[src/mhh_map.svh]
// Purpose: timing counts and widths for the measurement handler handshake
// Assumes: 250 MHz clock, 4 ns period
// Notes: times kept in their own unit; cycle counts derived from them
`ifndef MHH_MAP_SVH
`define MHH_MAP_SVH
`define MHH_CLK_MHZ 250
`define MHH_CHANNELS 8
`define MHH_MIN_PULSE_US 100
`define MHH_MIN_HIGH_US 100
`define MHH_ACK_NORM_US 200
`define MHH_ACK_CORR_US 400
`define MHH_EOM_AFTER_US 500
`define MHH_NOCONT_MS 3
`define MHH_SETUP_DISP_MS 30
`define MHH_SETUP_NODISP_MS 1
`define MHH_CX_INDEX_MS 8
`define MHH_CX_EOM_MS 10
`define MHH_IR_EACH_S 5
`define MHH_CC_PHASE_MS 4
`define MHH_JUDGE_SETUP_US 100
`define MHH_POST_SETUP_S 2
`define MHH_US_CYC(t) ((t) * `MHH_CLK_MHZ)
`define MHH_MS_CYC(t) ((t) * 1000 * `MHH_CLK_MHZ)
`define MHH_S_CYC(t) ((t) * 1000000 * `MHH_CLK_MHZ)
`endif

[src/mhh_pkg.sv]
// Purpose: shared types for both ends of the handshake
// Assumes: nothing beyond the map header
// Notes: request kinds and state enums
package mhh_pkg;
   typedef enum logic [1:0] {MHH_REQ_MEAS, MHH_REQ_CHECK, MHH_REQ_CX, MHH_REQ_IR} mhh_req_t;
   typedef enum {MHH_D_IDLE, MHH_D_ACK, MHH_D_CONV, MHH_D_EOM, MHH_D_HOLD} mhh_dev_state_t;
   typedef enum {MHH_H_IDLE, MHH_H_PULSE, MHH_H_WAIT_EOM, MHH_H_SETUP} mhh_host_state_t;
endpackage
[src/mhh_link_if.sv]
// Purpose: the isolated handler I/O lines between instrument and controller
// Assumes: all lines active low, one clock domain
// Notes: no clocking block; testbench samples directly
`timescale 1ns/1ps
interface mhh_link_if;
   logic measure_trigger_in_n;
   logic contact_check_req_n;
   logic capacitance_open_corr_req_n;
   logic resistance_open_corr_req_n;
   logic conv_done_n;
   logic end_of_meas_n;
   logic alarm_n;
   logic [7:0] below_limit_out_n;
   logic [7:0] within_limit_out_n;
   logic [7:0] above_limit_out_n;
   logic [7:0] no_contact_out_n;
   modport dev (
      input measure_trigger_in_n, contact_check_req_n, capacitance_open_corr_req_n, resistance_open_corr_req_n,
      output conv_done_n, end_of_meas_n, alarm_n, below_limit_out_n, within_limit_out_n, above_limit_out_n,
      no_contact_out_n
   );
   modport host (
      output measure_trigger_in_n, contact_check_req_n, capacitance_open_corr_req_n, resistance_open_corr_req_n,
      input conv_done_n, end_of_meas_n, alarm_n, below_limit_out_n, within_limit_out_n, above_limit_out_n,
      no_contact_out_n
   );
endinterface

[src/mhh_device.sv]
// Purpose: instrument end of the handler handshake
// Assumes: request inputs synchronous to sys_clk; measurement core gives results
// Notes: fixed internal delays sit well inside the time limits, except the correction delays, which are set to the full figures
// Behaviour
// trigger held low at least 100 us
// trigger high at least 100 us between
// release done outputs within 200/400 us
// conversion-done falls when conversion completes
// conversion-done within measure time plus delay
// end-of-measurement within 500 us after
// results valid at end-of-measurement fall
// controller waits 30 ms or 1 ms
// no-contact outputs within 3 ms
// other requests held low 100 us
// capacitance request starts capacitance correction
// resistance request starts resistance correction
// correction durations 8/10 ms, 5 s
// controller waits 2 s after correction
// contact-check request checks all channels
// contact-check phases within 4 ms each
// no-contact settled 100 us before completion
// controller waits 2 s after check
// per-channel below/within/above outputs
// per-channel no-contact output
// all outputs active low
// one action per qualified falling edge
`timescale 1ns/1ps
`include "mhh_map.svh"
module mhh_device
   import mhh_pkg::*;
#(
   parameter int CHANNELS = `MHH_CHANNELS,
   parameter int PULSE_CYC = `MHH_US_CYC(`MHH_MIN_PULSE_US),
   parameter int ACK_CYC = `MHH_US_CYC(`MHH_ACK_NORM_US) / 2,
   parameter int EOM_GAP_CYC = `MHH_US_CYC(`MHH_EOM_AFTER_US) / 2,
   parameter int CC_CONV_CYC = `MHH_MS_CYC(`MHH_CC_PHASE_MS) / 2,
   parameter int CC_EOM_CYC = `MHH_US_CYC(`MHH_JUDGE_SETUP_US) * 2,
   parameter int CX_CONV_CYC = `MHH_MS_CYC(`MHH_CX_INDEX_MS),
   parameter int CX_EOM_CYC = `MHH_MS_CYC(`MHH_CX_EOM_MS) - `MHH_MS_CYC(`MHH_CX_INDEX_MS),
   parameter int IR_CONV_CYC = `MHH_S_CYC(`MHH_IR_EACH_S),
   parameter int IR_EOM_CYC = `MHH_S_CYC(`MHH_IR_EACH_S)
) (
   input wire logic sys_clk, // 250 MHz clock
   input wire logic resetn, // async reset, active low
   mhh_link_if.dev link, // handler lines
   input wire logic conv_complete, // pulse: measurement core finished conversion
   input wire logic [CHANNELS-1:0] res_below, // per-channel below-limit result
   input wire logic [CHANNELS-1:0] res_within, // per-channel within-limit result
   input wire logic [CHANNELS-1:0] res_above, // per-channel above-limit result
   input wire logic [CHANNELS-1:0] res_no_contact, // per-channel open contact
   input wire logic malfunction, // instrument fault level
   output logic busy, // an operation is in progress
   output logic [1:0] active_req // kind of current operation
);
   localparam int CW = 31;
   // request inputs, qualified by low width
   logic [3:0] req_n;
   logic [3:0] armed;
   logic [CW-1:0] low_cnt [4];
   logic [3:0] qualified;
   assign req_n = {link.resistance_open_corr_req_n, link.capacitance_open_corr_req_n,
                   link.contact_check_req_n, link.measure_trigger_in_n};

   // each line counts its own low time; a request fires once when the width is met
   genvar g;
   generate
      for (g = 0; g < 4; g++) begin : g_req
         assign qualified[g] = armed[g] && !req_n[g] && (low_cnt[g] == CW'(PULSE_CYC - 1));
         always_ff @(posedge sys_clk or negedge resetn) begin
            if (!resetn) begin
               low_cnt[g] <= '0;
               armed[g] <= 1'b0;
            end else begin
               if (req_n[g]) low_cnt[g] <= '0;
               else if (low_cnt[g] != CW'(PULSE_CYC - 1)) low_cnt[g] <= low_cnt[g] + 1'b1;
               if (req_n[g]) armed[g] <= 1'b1; // re-armed only after the line rose
               else if (qualified[g]) armed[g] <= 1'b0;
            end
         end
      end
   endgenerate

   // priority: contact check, capacitance, resistance, then trigger
   logic any_req;
   mhh_req_t new_kind;
   assign any_req = |qualified;
   assign new_kind = qualified[1] ? MHH_REQ_CHECK : qualified[2] ? MHH_REQ_CX :
                     qualified[3] ? MHH_REQ_IR : MHH_REQ_MEAS;

   mhh_dev_state_t state;
   mhh_req_t kind;
   logic [CW-1:0] tmr;
   logic conv_n, eom_n, alarm_q;
   logic [CHANNELS-1:0] below_q, in_q, above_q, nc_q;
   logic tmr_done;
   logic conv_event;
   logic [CW-1:0] conv_len, eom_len;
   assign tmr_done = (tmr == '0);
   assign conv_len = (kind == MHH_REQ_CHECK) ? CW'(CC_CONV_CYC) :
                     (kind == MHH_REQ_CX) ? CW'(CX_CONV_CYC) : CW'(IR_CONV_CYC);
   assign eom_len = (kind == MHH_REQ_MEAS) ? CW'(EOM_GAP_CYC) :
                    (kind == MHH_REQ_CHECK) ? CW'(CC_EOM_CYC) :
                    (kind == MHH_REQ_CX) ? CW'(CX_EOM_CYC) : CW'(IR_EOM_CYC);
   // normal measurements end conversion on the core's pulse; others are timed
   assign conv_event = (kind == MHH_REQ_MEAS) ? conv_complete : tmr_done;

   // sequence: ack delay, release outputs, conversion, end-of-measurement
   always_ff @(posedge sys_clk or negedge resetn) begin
      if (!resetn) begin
         state <= MHH_D_IDLE;
         kind <= MHH_REQ_MEAS;
         tmr <= '0;
         conv_n <= 1'b1;
         eom_n <= 1'b1;
      end else begin
         if (!tmr_done) tmr <= tmr - 1'b1;
         unique case (state)
            MHH_D_IDLE: begin
               if (any_req) begin
                  kind <= new_kind;
                  tmr <= CW'(ACK_CYC);
                  state <= MHH_D_ACK;
               end
            end
            MHH_D_ACK: begin
               if (tmr_done) begin
                  conv_n <= 1'b1; // release both well inside the limit
                  eom_n <= 1'b1;
                  tmr <= conv_len;
                  state <= MHH_D_CONV;
               end
            end
            MHH_D_CONV: begin
               if (conv_event) begin
                  conv_n <= 1'b0;
                  tmr <= eom_len;
                  state <= MHH_D_EOM;
               end
            end
            MHH_D_EOM: begin
               if (tmr_done) begin
                  eom_n <= 1'b0;
                  state <= MHH_D_IDLE;
               end
            end
            // never entered; a stray code falls back to idle rather than hanging
            MHH_D_HOLD: state <= MHH_D_IDLE;
         endcase
      end
   end

   // results latch before end-of-measurement falls, so they are stable at that edge
   logic load_judge;
   logic load_nc;
   assign load_judge = (state == MHH_D_CONV) && conv_event && (kind == MHH_REQ_MEAS);
   // no-contact loads at conversion end: for a check this is CC_EOM_CYC before completion
   assign load_nc = (state == MHH_D_CONV) && conv_event &&
                    ((kind == MHH_REQ_MEAS) || (kind == MHH_REQ_CHECK));
   always_ff @(posedge sys_clk or negedge resetn) begin
      if (!resetn) begin
         below_q <= '0;
         in_q <= '0;
         above_q <= '0;
         nc_q <= '0;
         alarm_q <= 1'b0;
      end else begin
         alarm_q <= malfunction;
         if (load_judge) begin
            below_q <= res_below;
            in_q <= res_within;
            above_q <= res_above;
         end
         if (load_nc) nc_q <= res_no_contact;
      end
   end

   // link outputs are inverted registers, low means asserted; busy and active_req are active high
   logic [CHANNELS-1:0] below_n, in_n, above_n, nc_n;
   logic alarm_out_n;
   always_ff @(posedge sys_clk or negedge resetn) begin
      if (!resetn) begin
         below_n <= '1;
         in_n <= '1;
         above_n <= '1;
         nc_n <= '1;
         alarm_out_n <= 1'b1;
         busy <= 1'b0;
         active_req <= 2'h0;
      end else begin
         below_n <= ~below_q;
         in_n <= ~in_q;
         above_n <= ~above_q;
         nc_n <= ~nc_q;
         alarm_out_n <= ~alarm_q; // one more cycle of alarm latency keeps the pin glitch free
         busy <= (state != MHH_D_IDLE);
         active_req <= kind;
      end
   end

   // link pins come straight from the registers above, no gate in between
   assign link.conv_done_n = conv_n;
   assign link.end_of_meas_n = eom_n;
   assign link.alarm_n = alarm_out_n;
   assign link.below_limit_out_n = below_n;
   assign link.within_limit_out_n = in_n;
   assign link.above_limit_out_n = above_n;
   assign link.no_contact_out_n = nc_n;
endmodule

[src/flat_wrapper.sv]
// flat-port wrapper written by rule: the top's interface ports become plain ports
module mhh_device_flat import mhh_pkg::*;
#(
   parameter int CHANNELS = `MHH_CHANNELS,
   parameter int PULSE_CYC = `MHH_US_CYC(`MHH_MIN_PULSE_US),
   parameter int ACK_CYC = `MHH_US_CYC(`MHH_ACK_NORM_US) / 2,
   parameter int EOM_GAP_CYC = `MHH_US_CYC(`MHH_EOM_AFTER_US) / 2,
   parameter int CC_CONV_CYC = `MHH_MS_CYC(`MHH_CC_PHASE_MS) / 2,
   parameter int CC_EOM_CYC = `MHH_US_CYC(`MHH_JUDGE_SETUP_US) * 2,
   parameter int CX_CONV_CYC = `MHH_MS_CYC(`MHH_CX_INDEX_MS),
   parameter int CX_EOM_CYC = `MHH_MS_CYC(`MHH_CX_EOM_MS) - `MHH_MS_CYC(`MHH_CX_INDEX_MS),
   parameter int IR_CONV_CYC = `MHH_S_CYC(`MHH_IR_EACH_S),
   parameter int IR_EOM_CYC = `MHH_S_CYC(`MHH_IR_EACH_S)
)
  (sys_clk, resetn, conv_complete, res_below, res_within, res_above, res_no_contact, malfunction, busy, active_req, link_measure_trigger_in_n, link_contact_check_req_n, link_capacitance_open_corr_req_n, link_resistance_open_corr_req_n, link_conv_done_n, link_end_of_meas_n, link_alarm_n, link_below_limit_out_n, link_within_limit_out_n, link_above_limit_out_n, link_no_contact_out_n);
  mhh_link_if link_i ();
  input wire logic sys_clk;
  input wire logic resetn;
  input wire logic conv_complete;
  input wire logic [CHANNELS-1:0] res_below;
  input wire logic [CHANNELS-1:0] res_within;
  input wire logic [CHANNELS-1:0] res_above;
  input wire logic [CHANNELS-1:0] res_no_contact;
  input wire logic malfunction;
  output logic busy;
  output logic [1:0] active_req;
  input wire logic [$bits(link_i.measure_trigger_in_n)-1:0] link_measure_trigger_in_n;
  input wire logic [$bits(link_i.contact_check_req_n)-1:0] link_contact_check_req_n;
  input wire logic [$bits(link_i.capacitance_open_corr_req_n)-1:0] link_capacitance_open_corr_req_n;
  input wire logic [$bits(link_i.resistance_open_corr_req_n)-1:0] link_resistance_open_corr_req_n;
  output wire logic [$bits(link_i.conv_done_n)-1:0] link_conv_done_n;
  output wire logic [$bits(link_i.end_of_meas_n)-1:0] link_end_of_meas_n;
  output wire logic [$bits(link_i.alarm_n)-1:0] link_alarm_n;
  output wire logic [$bits(link_i.below_limit_out_n)-1:0] link_below_limit_out_n;
  output wire logic [$bits(link_i.within_limit_out_n)-1:0] link_within_limit_out_n;
  output wire logic [$bits(link_i.above_limit_out_n)-1:0] link_above_limit_out_n;
  output wire logic [$bits(link_i.no_contact_out_n)-1:0] link_no_contact_out_n;
  assign link_i.measure_trigger_in_n = link_measure_trigger_in_n;
  assign link_i.contact_check_req_n = link_contact_check_req_n;
  assign link_i.capacitance_open_corr_req_n = link_capacitance_open_corr_req_n;
  assign link_i.resistance_open_corr_req_n = link_resistance_open_corr_req_n;
  assign link_conv_done_n = link_i.conv_done_n;
  assign link_end_of_meas_n = link_i.end_of_meas_n;
  assign link_alarm_n = link_i.alarm_n;
  assign link_below_limit_out_n = link_i.below_limit_out_n;
  assign link_within_limit_out_n = link_i.within_limit_out_n;
  assign link_above_limit_out_n = link_i.above_limit_out_n;
  assign link_no_contact_out_n = link_i.no_contact_out_n;
  mhh_device #(.CHANNELS(CHANNELS), .PULSE_CYC(PULSE_CYC), .ACK_CYC(ACK_CYC), .EOM_GAP_CYC(EOM_GAP_CYC), .CC_CONV_CYC(CC_CONV_CYC), .CC_EOM_CYC(CC_EOM_CYC), .CX_CONV_CYC(CX_CONV_CYC), .CX_EOM_CYC(CX_EOM_CYC), .IR_CONV_CYC(IR_CONV_CYC), .IR_EOM_CYC(IR_EOM_CYC)) u_core (.sys_clk(sys_clk), .resetn(resetn), .link(link_i), .conv_complete(conv_complete), .res_below(res_below), .res_within(res_within), .res_above(res_above), .res_no_contact(res_no_contact), .malfunction(malfunction), .busy(busy), .active_req(active_req));
endmodule
[config.mk]
export PLATFORM = sky130hd
export DESIGN_NAME = mhh_device_flat
export DESIGN_NICKNAME = d
export VERILOG_FILES = /design/src/mhh_pkg.sv /design/src/mhh_link_if.sv /design/src/mhh_device.sv /design/src/flat_wrapper.sv
export VERILOG_INCLUDE_DIRS = /design/src
export SDC_FILE = /design/constraint.sdc
export NUM_CORES = 1
export LEC_CHECK = 0
export CORE_MARGIN = 1
export CORE_UTILIZATION = 29
export CTS_CLUSTER_DIAMETER = 60
export DETAILED_ROUTE_END_ITERATION = 8
export DONT_BUFFER_PORTS = 1
export PLACE_DENSITY_LB_ADDON = 0.12
export SYNTH_ARGS = -nofsm -noshare
export SYNTH_HDL_FRONTEND = slang
export SYNTH_SLANG_ARGS = --single-unit
[constraint.sdc]
create_clock -name sys_clk -period 4.4 [get_ports sys_clk]
set_input_delay 0.88 -clock sys_clk [delete_from_list [all_inputs] [get_ports sys_clk]]
set_output_delay 0.88 -clock sys_clk [all_outputs]
set_load 0.005 [all_outputs]
After elaboration in Yosys (flattened, before gate mapping) --
Index checks and enable logic that the tools add are counted.
Storage, ports and cells: register bits after elaboration 264, latch bits 0, bits in writable memories 0, bits in read-only memories 0, input bits 40, output and inout port bits 38, word-level logic and storage cells 129, memories 0
Operators by class: add/sub/neg operators 5, $mul 0, divide/modulo/power cells 0, order comparisons 0, eq/ne operators 19, shift operators 0, mux-type cells 40, bitwise gates (word level) 5, reductions and logical operators 35
Operators with widths (number):
- 31-bit 2-to-1 mux | 17
- 32-bit case mux with 5 select lines | 1
- 32-bit 2-to-1 mux | 4
- 31-bit by 1-bit adder with 31-bit output (second input constant) | 4
- 31-bit by 15-bit equality test with 1-bit output (second input constant) | 4
- 31-bit by 15-bit != test with 1-bit output (second input constant) | 4
- 31-bit case mux with 3 select lines | 1
- 32-bit by 2-bit equality test with 1-bit output (second input constant) | 2
- 32-bit by 3-bit equality test with 1-bit output (second input constant) | 2
- 32-bit by 1-bit equality test with 1-bit output (second input constant) | 1
- 32-bit logical NOT | 1
- 8-bit NOT | 4
- 32-bit nonzero test | 1
- 31-bit logical NOT | 1
- 31-bit by 1-bit subtractor with 31-bit output (second input constant) | 1
- 2-bit nonzero test | 10
- 1-bit 2-to-1 mux | 12
- 1-bit logical AND | 11
- 2-bit by 1-bit != test with 1-bit output (second input constant) | 4
- 2-bit 2-to-1 mux | 3
- 3-bit AND reduction | 2
- 1-bit logical NOT | 4
- 1-bit case mux with 2 select lines | 2
- 4-bit AND reduction | 1
- 7 further kinds | 7

Longest topological paths before layout --
word-level depth 6, gate-level depth with buffers 10, gate-level depth less buffers 9

Worst setup path after synthesis --
No wires, ideal clock.
path kind register to register, from reg u_core.tmr[6], to reg u_core.tmr[13], library setup time 0.139 ns, arrival 2.696 ns, data required time 4.261 ns, setup slack 1.565 ns, cell stages (with the launch flop) 9, buffers on the path 1, clock period less this slack 2.835 ns, cells stage by stage dfrtp_1 -> or4_1 -> buf_2 -> or4_4 -> nor4_4 -> a21oi_2 -> a211oi_4 -> a21oi_1 -> or4_1
On the way: cells in the longest elaborated chain, start to end 4, elaborated cells between the ends (all ways) 8, those cells by class 1 x add/sub; 6 x mux; 1 x reduce/logical
Ends and longest elaborated chain:
- from (decl) | line mhh_device.sv:92 | logic [CW-1:0] tmr;
- from (signal assigned) | line mhh_device.sv:116 | if (!tmr_done) tmr <= tmr - 1'b1;
- from (signal assigned) | line mhh_device.sv:121 | tmr <= CW'(ACK_CYC);
- from (signal assigned) | line mhh_device.sv:129 | tmr <= conv_len;
- 31-bit by 1-bit subtractor with 31-bit output or 31-bit logical NOT (tied branches) | line mhh_device.sv:116, mhh_device.sv:98
- 31-bit 2-to-1 mux or 1-bit 2-to-1 mux (tied branches) | line mhh_device.sv:116, mhh_device.sv:105
- 31-bit 2-to-1 mux, on equally long branches | line mhh_device.sv:134, mhh_device.sv:119, mhh_device.sv:126
- 31-bit case mux with 3 select lines (*) | line mhh_device.sv:117 | unique case (state)
Mark *: on every way between the ends. The rest lies on a longest branch, timed or not. A chain may end at the register's enable or synchronous reset.

Final worst setup path --
from reg u_core.tmr[4], to reg u_core.tmr[4]
The elaborated chain is that of the path after synthesis.

==> run_results.csv <==
group,metric,value,unit
clocking,cts_tree,"yes",
detailed_routing,drc,0,
clocking,clkSlewWorstSetupHoldPaths,0.06,ns
layout,stdcell_count,1634,
timing,finalSetupViolCount,0,
timing,final_max_slew_viol_count,0,
worst_setup_path,cp-startpoint,"u_core.tmr[4]$_DFF_PN0_",
placement,port_buffers,0,
clocking,cts-root-buf,"clkbuf_16",
floorplanning,row_count,71,
worst_setup_path,critPathCaptureType,"flip-flop",
worst_hold_path,hold_path.class,"input port to async pin",
timing,max_freq,303,MHz
worst_setup_path,start_kind,"flip-flop",
layout,fill_cells,3826,
detailed_routing,dr.pass1.iters,6,
clocking,cts_buffer_depth,3,
floorplanning,io_pins,78,
status,status,"finished, final reports clean",
synth,yosysSeqAreaShare,0.533,
power,ir_drop,278,uV
synth,ys_types,55,
power,total_leakage_power,5.19,nW
detailed_routing,drt-total-wl,25700,um
clocking,htreeDepth,1,
worst_setup_path,r2r-start,"u_core.tmr[4]$_DFF_PN0_",
layout,antenna_cells,0,
timing,slew_headroom,0.364,
global_route,antenna_found_initial,0,
timing,hold_viol,0,
floorplanning,die-height,197,um
synth,avgSynthCellArea,10.1,um2
timing,worst_slew_pin_slew,0.952,ns
worst_setup_path,crit_type,"flip-flop to flip-flop",
layout,synthToLayoutAreaGrowth,14.9,%
synth,syn_area,0.0111,mm2
detailed_routing,routedWlPerCell,15.7,um
clocking,cts_buffers,30,
placement,finalWeightedCongestion,0.793,
worst_setup_path,r2r_slack,1.10,ns
synth,synthFlopType,"dfrtp_1",
layout,layout_commonest_cell,"dfrtp_1",
detailed_routing,vias_per_cell,4.67,
timing,setup-tns-final,0,ns
floorplanning,die_w,197,um
clocking,clk_latency,0.58,ns
placement,placed_cells,1572,
timing,min_period,3.30,ns
layout,final_cell_mix,"199 x dfrtp_1, 156 x nor2_1, 83 x nand2_1",
layout,layout-drive-gt1-share,0.116,
global_route,grt_pass1_vias,7714,
synth,yosysTopAreaCell,"dfrtp_1",
synth,async_flop_share,1.00,
worst_setup_path,rr_endpoint,"u_core.tmr[4]$_DFF_PN0_",
floorplanning,dieArea,0.0389,mm2
timing,min_period_over_period,0.749,
power,powerDensity,372,mW/mm2
clocking,post_cts_buffers,0,
detailed_routing,num_vias,7623,
global_route,grt_first_pass_wirelength,42500,um
synth,synth_top_area_frac,0.450,
timing,rsz0062_at_grt,"false",
global_route,grt_overflow_total,0,
global_route,grt_max_degree,130,
timing,fin_skew,0.0304,ns
floorplanning,initial_core_util,0.294,
synth,synth_edf_count,0,
clocking,cts_resized,0,
worst_setup_path,cp_data_arrival_time,3.74,ns
floorplanning,core,0.0376,mm2
synth,ys_warn_count,0,
detailed_routing,antenna_left,0,
placement,post-dp-hpwl,16000,um
clocking,cts.sinks,234,
global_route,track_usage,0.136,
synth,ys_ff_latch,234,
layout,final_nets,1157,
worst_setup_path,path_max_fanout,10,
job,maxCapViolations,0,
worst_setup_path,ff2ff_path_depth,7,
worst_setup_path,critical_path_required,4.85,ns
detailed_routing,drt_iter0_drc,361,
synth,syn-num-nets,1150,
synth,synthTopCellsByArea,"dfrtp_1 45%, dfstp_2 8.3%, xor2_1 6.5%",
synth,syn_inst,1092,
[Yosys cell counts, drive strengths merged (3+ instances only)]
library cell,n
nand3,39
a211oi,6
nor2,156
mux2,33
or4,13
xnor2,36
o21ai,33
or3,33
nor4,25
o22ai,5
nand4,30
inv,51
and2,8
o31ai,6
buf,5
a21oi,43
a31oi,3
xor2,82
dfrtp,199
mux2i,5
ha,18
and3,25
clkbuf,28
dfstp,35
o21bai,4
o22a,3
a21o,6
nand2,83
nor3,27
nor4b,12
nor2b,7
nand2b,8
and4,8
[power breakdown]
group          internal (mW)  total, mW  leakage [nW]  switching [mW]
logic                 0.0203     0.0738          1.71          0.0535
registers               2.16       2.17          2.98          0.0101
clock network           1.50       2.48         0.495           0.980
[worst max path at each step]
stage                                  to  slack, ns  depth (start not counted)
4_1_cts        u_core.nc_q[1]$_DFFE_PN0P_       1.08                          6
3_3_place_gp      u_core.tmr[4]$_DFF_PN0_       1.16                          7
6_report          u_core.tmr[4]$_DFF_PN0_       1.10                          7
3_5_place_dp      u_core.tmr[4]$_DFF_PN0_       1.11                          7
5_1_grt           u_core.tmr[4]$_DFF_PN0_       0.82                          7
2_1_floorplan    u_core.tmr[13]$_DFF_PN0_       1.57                          8
[metal layers]
metal | global-route usage | routed length (um) | up-vias
met3 | 0.0232 | 813 | 43
met5 | 0 | 0 | -
met1 | 0.190 | 12200 | 3710
met2 | 0.217 | 12100 | 83
li1 | - | - | 3787
met4 | 0.0347 | 576 | 0
[critical path, stage by stage (launching register included)]
cell     delay, ns
dfrtp_1       0.43
or4_1         0.65
or4_4         0.58
or4_1         0.45
a31oi_1       0.18
o21a_1        0.26
and2_1        0.43
o21ai_0       0.17
[metrics by stage]
| step | setup slack [ns] | cell area, um2 | power, mW | utilization | hold WS, ns |
|---|---|---|---|---|---|
| finish | 1.10 | 12700 | 4.73 | 0.338 | 0.143 |
| global route | 0.822 | 12700 | 4.93 | 0.338 | 0.0997 |
| CTS | 1.08 | 12700 | 4.84 | 0.338 | 0.103 |
| detailed placement | 1.11 | 11600 | 2.24 | 0.308 | 0.363 |
| global placement | 1.16 | 11600 | 2.24 | 0.308 | 0.360 |
| floorplan | 1.57 | 11100 | 2.25 | - | 0.337 |
[area by class of cell]
class                           instances  area (um2)  area share
Clock inverter                         11         149      0.0117
Clock buffer                           45         877      0.0690
Tap cell                              511         639      0.0503
Inverter                               51         191      0.0151
Multi-Input combinational cell        774        4840       0.381
Timing Repair Buffer                    8         110     0.00867
Sequential cell                       234        5900       0.464
[cells by family after synthesis]
group,Yosys count,share of synthesized area
DFF,234,0.533
muxes,38,0.0381
xor gates and xnor gates,118,0.0935
buffers and inverters,84,0.0289
and+or+nand+nor,480,0.220
adders and majority gates,18,0.0204
AOI/OAI and AO/OA,120,0.0662
[sequential cells by signal, indices dropped and copies added (netlist names), 8 cells and up]
| name | cells |
|---|---|
| u_core.in_q | 8 |
| u_core.below_q | 8 |
| u_core.nc_q | 8 |
| u_core.link.within_limit_out_n | 8 |
| u_core.link.above_limit_out_n | 8 |
| u_core.above_q | 8 |
| u_core.tmr | 31 |
| u_core.link.no_contact_out_n | 8 |
| u_core.link.below_limit_out_n | 8 |
| u_core.low_cnt | 124 |
[repair_timing]
item                                    4_1_cts  5_1_grt
hold buffers                                  6        0
endpoints found under the hold margin       129        0
endpoints found under the setup margin        0        0
Note: power is estimated with default switching activity, not from simulation.
